`src/aps_irq_pkg.sv`:
```
// Constants for the overflow/cell interrupt enables and the APS byte registers.
// Assumes an APB slave with 32-bit data, registers at four times their index.

package aps_irq_pkg;

    // ------------------------------------------------------------------
    // register indices (byte address is four times the index)
    // ------------------------------------------------------------------
    localparam logic [7:0] IDX_EVENT_EN   = 8'h2E;
    localparam logic [7:0] IDX_OVFL_EN    = 8'h2F;
    localparam logic [7:0] IDX_CELL_EN    = 8'h30;
    localparam logic [7:0] IDX_APS_TX     = 8'h32;
    localparam logic [7:0] IDX_APS_RX     = 8'h33;
    localparam logic [7:0] IDX_EVENT_STAT = 8'h39;

    // ------------------------------------------------------------------
    // field layout
    // ------------------------------------------------------------------
    localparam int          REG_W          = 16;
    localparam int          BYTE_ONE_LSB   = 8;
    localparam int          BYTE_TWO_LSB   = 0;
    localparam int          APS_EVENT_BIT  = 12;
    localparam logic [15:0] EVENT_EN_MASK  = 16'h9FFF;
    localparam logic [15:0] APS_EVENT_MASK = 16'h1000;

    // ------------------------------------------------------------------
    // reset values
    // ------------------------------------------------------------------
    localparam logic [15:0] RST_ENABLE = 16'h0000;
    localparam logic [15:0] RST_APS    = 16'h0000;

endpackage

```
`src/aps_irq_regs.sv`:
```
// Overflow and cell interrupt enables, APS transmit/receive bytes, APS change
// event and the shared interrupt output, reached over APB.
// Assumes status vectors and received overhead bytes arrive on clk_sys.

`timescale 1ns/1ps

module aps_irq_regs (
    input  wire logic        clk_sys,
    input  wire logic        rst_b,
    // apb slave
    input  wire logic        psel,
    input  wire logic        penable,
    input  wire logic        pwrite,
    input  wire logic [7:0]  paddr,
    input  wire logic [31:0] pwdata,
    output logic      [31:0] prdata,
    output logic             pready,
    output logic             pslverr,
    // status sources
    input  wire logic [15:0] ovflStatus,
    input  wire logic [15:0] cellStatus,
    input  wire logic [15:0] eventStatus,
    input  wire logic        lineIrqReq,
    // overhead bytes
    input  wire logic [7:0]  apsRxByteOne,
    input  wire logic [7:0]  apsRxByteTwo,
    input  wire logic        apsRxValid,
    output logic      [7:0]  apsTxByteOne,
    output logic      [7:0]  apsTxByteTwo,
    // shared interrupt
    output logic             statInt
);

    // ------------------------------------------------------------------
    // state
    // ------------------------------------------------------------------
    typedef struct packed {
        logic [15:0] ovflEn;
        logic [15:0] cellEn;
        logic [15:0] eventEn;
        logic [15:0] apsTx;
        logic [15:0] apsRx;
        logic        apsChg;
        logic [31:0] rdata;
        logic        slverr;
        logic        irq;
    } state_t;

    state_t state_q;
    state_t state_d;

    // ------------------------------------------------------------------
    // address decode
    // ------------------------------------------------------------------
    function automatic logic hitIdx(input logic [7:0] addr, input logic [7:0] idx);
        hitIdx = (addr[1:0] == 2'b00) && (addr[7:2] == idx[5:0]);
    endfunction

    function automatic logic mapped(input logic [7:0] addr);
        logic hit;
        hit = 1'b0;
        if (addr[1:0] == 2'b00) begin
            case (addr[7:2])
                aps_irq_pkg::IDX_EVENT_EN[5:0],
                aps_irq_pkg::IDX_OVFL_EN[5:0],
                aps_irq_pkg::IDX_CELL_EN[5:0],
                aps_irq_pkg::IDX_APS_TX[5:0],
                aps_irq_pkg::IDX_APS_RX[5:0],
                aps_irq_pkg::IDX_EVENT_STAT[5:0]: begin
                    hit = 1'b1;
                end
                default: begin
                    hit = 1'b0;
                end
            endcase
        end
        mapped = hit;
    endfunction

    // register contents as seen by a read; misaligned reads give zero
    function automatic logic [15:0] readBack(input logic [7:0] addr, input state_t s);
        logic [15:0] word;
        word = 16'h0000;
        if (addr[1:0] == 2'b00) begin
            case (addr[7:2])
                aps_irq_pkg::IDX_OVFL_EN[5:0]: begin
                    word = s.ovflEn;
                end
                aps_irq_pkg::IDX_CELL_EN[5:0]: begin
                    word = s.cellEn;
                end
                aps_irq_pkg::IDX_EVENT_EN[5:0]: begin
                    word = s.eventEn;
                end
                aps_irq_pkg::IDX_APS_TX[5:0]: begin
                    word = s.apsTx;
                end
                aps_irq_pkg::IDX_APS_RX[5:0]: begin
                    word = s.apsRx;
                end
                aps_irq_pkg::IDX_EVENT_STAT[5:0]: begin
                    word[aps_irq_pkg::APS_EVENT_BIT] = s.apsChg;
                end
                default: begin
                    word = 16'h0000;
                end
            endcase
        end
        readBack = word;
    endfunction

    // ------------------------------------------------------------------
    // interrupt gating
    // ------------------------------------------------------------------
    logic [15:0] ovflGated;
    logic [15:0] cellGated;
    logic [15:0] eventGated;
    logic [15:0] eventSrc;
    logic [9:1]  lineCntOvfl;
    logic        idleCellOvfl;
    logic        unmatchedOvfl;
    logic        flowCtrlOvfl;
    logic        payLenOvfl;
    logic        payCrcOvfl;
    logic        uncorrHecOvfl;
    logic        corrHecOvfl;
    logic [3:0]  txCellOvfl;
    logic [3:0]  rxCellOvfl;
    logic [3:0]  hdrMatch;
    logic [3:0]  cellSent;
    logic        ovflAny;
    logic        cellAny;
    logic        eventAny;
    logic        lineAny;

    // line/phy counters 9..1 sit on enable bits 15..7
    for (genvar n = 1; n <= 9; n++) begin : g_line_cnt
        assign lineCntOvfl[n] = ovflStatus[n + 6] & state_q.ovflEn[n + 6];
    end

    // cell layer counters, one enable bit each
    assign idleCellOvfl  = ovflStatus[6] & state_q.ovflEn[6];
    assign unmatchedOvfl = ovflStatus[5] & state_q.ovflEn[5];
    assign flowCtrlOvfl  = ovflStatus[4] & state_q.ovflEn[4];
    assign payLenOvfl    = ovflStatus[3] & state_q.ovflEn[3];
    assign payCrcOvfl    = ovflStatus[2] & state_q.ovflEn[2];
    assign uncorrHecOvfl = ovflStatus[1] & state_q.ovflEn[1];
    assign corrHecOvfl   = ovflStatus[0] & state_q.ovflEn[0];

    assign ovflGated = {lineCntOvfl, idleCellOvfl, unmatchedOvfl, flowCtrlOvfl,
                        payLenOvfl, payCrcOvfl, uncorrHecOvfl, corrHecOvfl};

    // four ports, four condition groups of the cell status
    for (genvar p = 0; p < 4; p++) begin : g_port
        assign txCellOvfl[p] = cellStatus[p + 12] & state_q.cellEn[p + 12];
        assign rxCellOvfl[p] = cellStatus[p + 8] & state_q.cellEn[p + 8];
        assign hdrMatch[p]   = cellStatus[p + 4] & state_q.cellEn[p + 4];
        assign cellSent[p]   = cellStatus[p] & state_q.cellEn[p];
    end

    assign cellGated = {txCellOvfl, rxCellOvfl, hdrMatch, cellSent};

    // aps change replaces the external bit 12
    assign eventSrc   = (eventStatus & ~aps_irq_pkg::APS_EVENT_MASK)
                      | (state_q.apsChg ? aps_irq_pkg::APS_EVENT_MASK : 16'h0000);
    assign eventGated = eventSrc & state_q.eventEn;

    // ------------------------------------------------------------------
    // interrupt groups
    // ------------------------------------------------------------------
    assign ovflAny  = |ovflGated;
    assign cellAny  = |cellGated;
    assign eventAny = |eventGated;
    assign lineAny  = lineIrqReq;

    // ------------------------------------------------------------------
    // bus phases
    // ------------------------------------------------------------------
    logic        setup;
    logic        wrAccess;
    logic [15:0] wdata;
    logic [15:0] rxNew;

    assign setup    = psel && !penable;
    assign wrAccess = psel && penable && pwrite;
    assign wdata    = pwdata[15:0];
    assign rxNew    = {apsRxByteOne, apsRxByteTwo};

    // ------------------------------------------------------------------
    // write strobes
    // ------------------------------------------------------------------
    logic wrOvflEn;
    logic wrCellEn;
    logic wrEventEn;
    logic wrApsTx;
    logic clrApsChg;

    assign wrOvflEn  = wrAccess && hitIdx(paddr, aps_irq_pkg::IDX_OVFL_EN);
    assign wrCellEn  = wrAccess && hitIdx(paddr, aps_irq_pkg::IDX_CELL_EN);
    assign wrEventEn = wrAccess && hitIdx(paddr, aps_irq_pkg::IDX_EVENT_EN);
    assign wrApsTx   = wrAccess && hitIdx(paddr, aps_irq_pkg::IDX_APS_TX);
    assign clrApsChg = wrAccess && hitIdx(paddr, aps_irq_pkg::IDX_EVENT_STAT)
                     && wdata[aps_irq_pkg::APS_EVENT_BIT];

    // ------------------------------------------------------------------
    // aps receive change
    // ------------------------------------------------------------------
    logic rxDiff;
    logic apsSet;

    assign rxDiff = (rxNew != state_q.apsRx);
    assign apsSet = apsRxValid && rxDiff;

    // ------------------------------------------------------------------
    // next state
    // ------------------------------------------------------------------
    always_comb begin
        state_d = state_q;

        // register writes take effect in the access phase
        if (wrOvflEn) begin
            state_d.ovflEn = wdata;
        end
        if (wrCellEn) begin
            state_d.cellEn = wdata;
        end
        if (wrEventEn) begin
            state_d.eventEn = wdata & aps_irq_pkg::EVENT_EN_MASK;
        end
        if (wrApsTx) begin
            state_d.apsTx = wdata;
        end
        // write one to clear the aps change flag
        if (clrApsChg) begin
            state_d.apsChg = 1'b0;
        end

        // capture received bytes; a new change wins over a clear
        if (apsRxValid) begin
            state_d.apsRx = rxNew;
        end
        if (apsSet) begin
            state_d.apsChg = 1'b1;
        end

        // read data and error prepared in the setup phase
        if (setup) begin
            state_d.rdata  = 32'h0000_0000;
            state_d.slverr = !mapped(paddr);
            if (!pwrite) begin
                state_d.rdata[15:0] = readBack(paddr, state_q);
            end
        end

        // one shared line for every enabled pair and the ungated line request
        state_d.irq = ovflAny || cellAny || eventAny || lineAny;
    end

    // ------------------------------------------------------------------
    // registers
    // ------------------------------------------------------------------
    always_ff @(posedge clk_sys or negedge rst_b) begin
        if (!rst_b) begin
            state_q.ovflEn  <= aps_irq_pkg::RST_ENABLE;
            state_q.cellEn  <= aps_irq_pkg::RST_ENABLE;
            state_q.eventEn <= aps_irq_pkg::RST_ENABLE;
            state_q.apsTx   <= aps_irq_pkg::RST_APS;
            state_q.apsRx   <= aps_irq_pkg::RST_APS;
            state_q.apsChg  <= 1'b0;
            state_q.rdata   <= 32'h0000_0000;
            state_q.slverr  <= 1'b0;
            state_q.irq     <= 1'b0;
        end else begin
            state_q <= state_d;
        end
    end

    // ------------------------------------------------------------------
    // apb outputs
    // ------------------------------------------------------------------
    // zero wait states: every access phase completes at once
    assign prdata       = state_q.rdata;
    assign pready       = 1'b1;
    assign pslverr      = state_q.slverr && psel && penable;

    // ------------------------------------------------------------------
    // overhead bytes
    // ------------------------------------------------------------------
    assign apsTxByteOne = state_q.apsTx[15:8];
    assign apsTxByteTwo = state_q.apsTx[7:0];

    // ------------------------------------------------------------------
    // shared interrupt
    // ------------------------------------------------------------------
    assign statInt      = state_q.irq;

endmodule

```
`config.mk`:
```
export PLATFORM = sky130hd
export DESIGN_NAME = aps_irq_regs
export DESIGN_NICKNAME = d
export VERILOG_FILES = /design/src/aps_irq_pkg.sv /design/src/aps_irq_regs.sv
export SDC_FILE = /design/constraint.sdc
export NUM_CORES = 1
export LEC_CHECK = 0
export BUFFER_PORTS_ARGS = -buffer_cell sky130_fd_sc_hd__clkbuf_2
export CELL_PAD_IN_SITES_DETAIL_PLACEMENT = 1
export CELL_PAD_IN_SITES_GLOBAL_PLACEMENT = 1
export CORE_MARGIN = 4
export CORE_UTILIZATION = 36
export CTS_CLUSTER_DIAMETER = 150
export DETAILED_ROUTE_END_ITERATION = 6
export GPL_ROUTABILITY_DRIVEN = 0
export PLACE_DENSITY = 0.85
export SYNTH_ARGS = -nofsm -noshare
export SYNTH_HDL_FRONTEND = slang
export SYNTH_SLANG_ARGS = --single-unit
```
`constraint.sdc`:
```
create_clock -name clk_sys -period 1.7 [get_ports clk_sys]
set_clock_uncertainty 0.2 [all_clocks]
set_input_delay 0.34 -clock clk_sys [delete_from_list [all_inputs] [get_ports clk_sys]]
set_output_delay 0.34 -clock clk_sys [all_outputs]
set_load 0.01 [all_outputs]
```
==> metrics.yaml <==
status: "finished with violations"
violations: "setup timing"
finalSetupViolations: 1
cpPeakStageDelay_ns: 0.54
r2r-end: "statInt"
finalSetupTns_ns: -0.210
hp-class: "in -> reg"
critPathRequiredTime_ns: 1.72
clk_latency_ns: 0.35
syn_avg_cell_area_sq_um: 12.3
p_sw_mw: 1.35
drtPass1Iterations: 4
whs_ns: 0.0470
power-per-cell-area_nw_per_um2: 769
worst_slack_ns: -0.210
rsz0062_at_grt: "true"
grt_max_degree: 98
timing.rr.start: "state_q[70]"
track_usage: 0.236
synth-main-ff-cell: "dfrtp_1"
dr_total_vias: 4229
cp-start-kind: "flip-flop"
fp.dieH_um: 128
ys_warn_count: 0
cts-root-buf: "clkbuf_16"
start_util: 0.372
fin_area_sq_um: 6690
slew_headroom: 0.629
fp-row-count: 43
tightest_slew_ns: 0.557
ys_ff_latch: 97
place_inst: 752
portBuffers: 125
finalCritPeriodShare: 1.12
grt_pass1_wl_mm: 29.2
grt_overflow_total: 0
cts_tree: "yes"
final_util: 0.476
vias_per_cell: 5.49
htreeDepth: 3
drc: 0
worstSetupEndpointType: "flip-flop"
syn2layout_area_growth_pct: 28.1
p_leak_nw: 3.48
antenna_left: 0
finalHoldViolations: 0
post-dp-hpwl_mm: 14.1
path_max_fanout: 2
drt_iter0_drc: 305
min_period_ns: 1.91
drt_wl_total_mm: 19.0
place_ws_ns: -0.360
crit_path_top_delay_cell: "or4_1"
ys_async_sr_fraction: 1.00
fp.dieW_um: 128
postSynthCellCount: 425
r2r_setup_slack_ns: -0.21
drive_above_1_share: 0.450
cts-buffers-inserted: 9
ir_drop_mv: 0.377
final_cells: 771
synth_edf_count: 0
crit_arrival_ns: 1.93
max_cap_viol_count: 0
power_mw: 5.15
min_to: "state_q[37]"
final-max-slew-violation-count: 0
cp_top_family: "simple AND/OR/NAND/NOR gates"
p_clk_frac: 0.404
intPower_mw: 3.80
switching_share: 0.262
antenna_found_initial: 0
cts.sinks: 97
worst-path-buf-inv: 0
path_cells: "a22o_1, a221oi_2, nand4_1, or4_1"
synthTopCellsByArea: "dfrtp_1, mux2_1, mux2_4"
synth_cell_types: 45
hold_depth: 2
io_pins: 162
yosys.area.top_type: "dfrtp_1"
die_area_sq_um: 16500
fin_nets: 697
ff2ff_path_depth: 4
fmax_ghz: 0.524
clkTransAtPathRegs_ns: 0.07
grt_pass1_vias: 4833
power_frac_seq: 0.476
crit_type: "reg -> reg"
design.core.area_sq_um: 14000
comb_power_share: 0.119
yosysSeqAreaShare: 0.465
wl_per_cell_um: 24.6
cts_max_path_buffers: 2
hold_start: "apsRxByteTwo[2]"
netlist.area_leader.share: 0.465
place_area_sq_um: 6330
diodes: 0
netlist_area_sq_um: 5220
[timing repair]
| action | in CTS | in global routing |
|---|---|---|
| pin swaps | 5 | 2 |
| setup buffers | 1 | 1 |
| hold buffers | 1 | 0 |
| hold endpoints to repair | 97 | 0 |
| gates resized for setup | 4 | 2 |
| setup endpoints to repair | 1 | 2 |
[power by group through the flow]
| stage | combinational [mW] | clock, mW | sequential (mW) |
|---|---|---|---|
| global route | 0.662 | 2.22 | 2.45 |
| detailed placement | 0.591 | 0 | 2.49 |
| finish | 0.615 | 2.08 | 2.45 |
| CTS | 0.609 | 2.08 | 2.45 |
| global placement | 0.560 | 0 | 2.48 |
| floorplan | 0.257 | 0 | 2.46 |
[kinds of logic (layout without fill, tap and decap cells)]
logic type             count (synthesis)  in the layout  synth area share
AO/OA/AOI/OAI                         76             76             0.110
XOR/XNOR                              16             16            0.0268
buffers and inverters                 70            221            0.0968
flip-flops                            97             97             0.465
multiplexers                          95             95             0.223
other                                  2             17           0.00144
AND/OR/NAND/NOR                       69             69            0.0777
[metal layers]
metal | vias up | wire [um] | GRT usage
met3 | 67 | 1370 | 0.0490
met1 | 2119 | 7230 | 0.284
met4 | 0 | 1030 | 0.136
met5 | - | 0 | 0
li1 | 1834 | - | -
met2 | 209 | 9370 | 0.392
[synthesized netlist by cell type, types with 3 or more instances]
library cell,number
mux2i_1,16
a22oi_1,21
mux2_1,48
a22o_1,9
clkbuf_1,8
nand3_1,3
buf_4,53
buf_6,3
a21oi_1,14
o211ai_1,3
xor2_1,16
o2bb2ai_1,3
nor4_1,5
buf_2,4
a221oi_1,8
o221ai_1,13
mux2_4,30
dfrtp_1,97
nor2_1,17
nand4_1,4
nand2_1,20
[final cells by class]
cell class	instances	area, sq um
Timing Repair Buffer	205	1320
Multi-Input combinational cell	273	2420
Clock inverter	6	67.6
Clock buffer	10	229
Sequential cell	97	2430
Tap cell	180	225
Fill cell	1509	7350
[how the worst max path moves through the flow]
stage	start	endpoint	slack, ns	cells after the start
after global routing	state_q[69]	statInt	-0.24	4
after global placement	eventStatus[2]	statInt	-0.29	5
after floorplan	paddr[1]	state_q[88]	-0.12	7
after detailed placement	eventStatus[2]	statInt	-0.36	5
after CTS	state_q[69]	statInt	-0.18	4
final	state_q[70]	statInt	-0.21	4
[flip-flops by register name (all words and copies together), names as in the netlist]
name	count
apsTxByteTwo	8
prdata	16
state_q	64
apsTxByteOne	8
statInt	1
[cells in the final DEF (no fill, tap or decap), types with 3 or more instances in the layout]
master / n
a21oi_1: 14
a221oi_2: 7
a22o_1: 9
a22oi_1: 21
buf_12: 7
buf_4: 73
clkbuf_16: 9
clkbuf_2: 124
conb_1: 17
dfrtp_1: 97
mux2_1: 48
mux2_4: 30
mux2i_1: 16
nand2_1: 20
nand3_1: 3
nand4_1: 4
nor2_1: 16
nor4_1: 3
o211ai_1: 3
o221ai_1: 13
o2bb2ai_1: 3
xor2_1: 16
(Power assumes the default switching activity.)
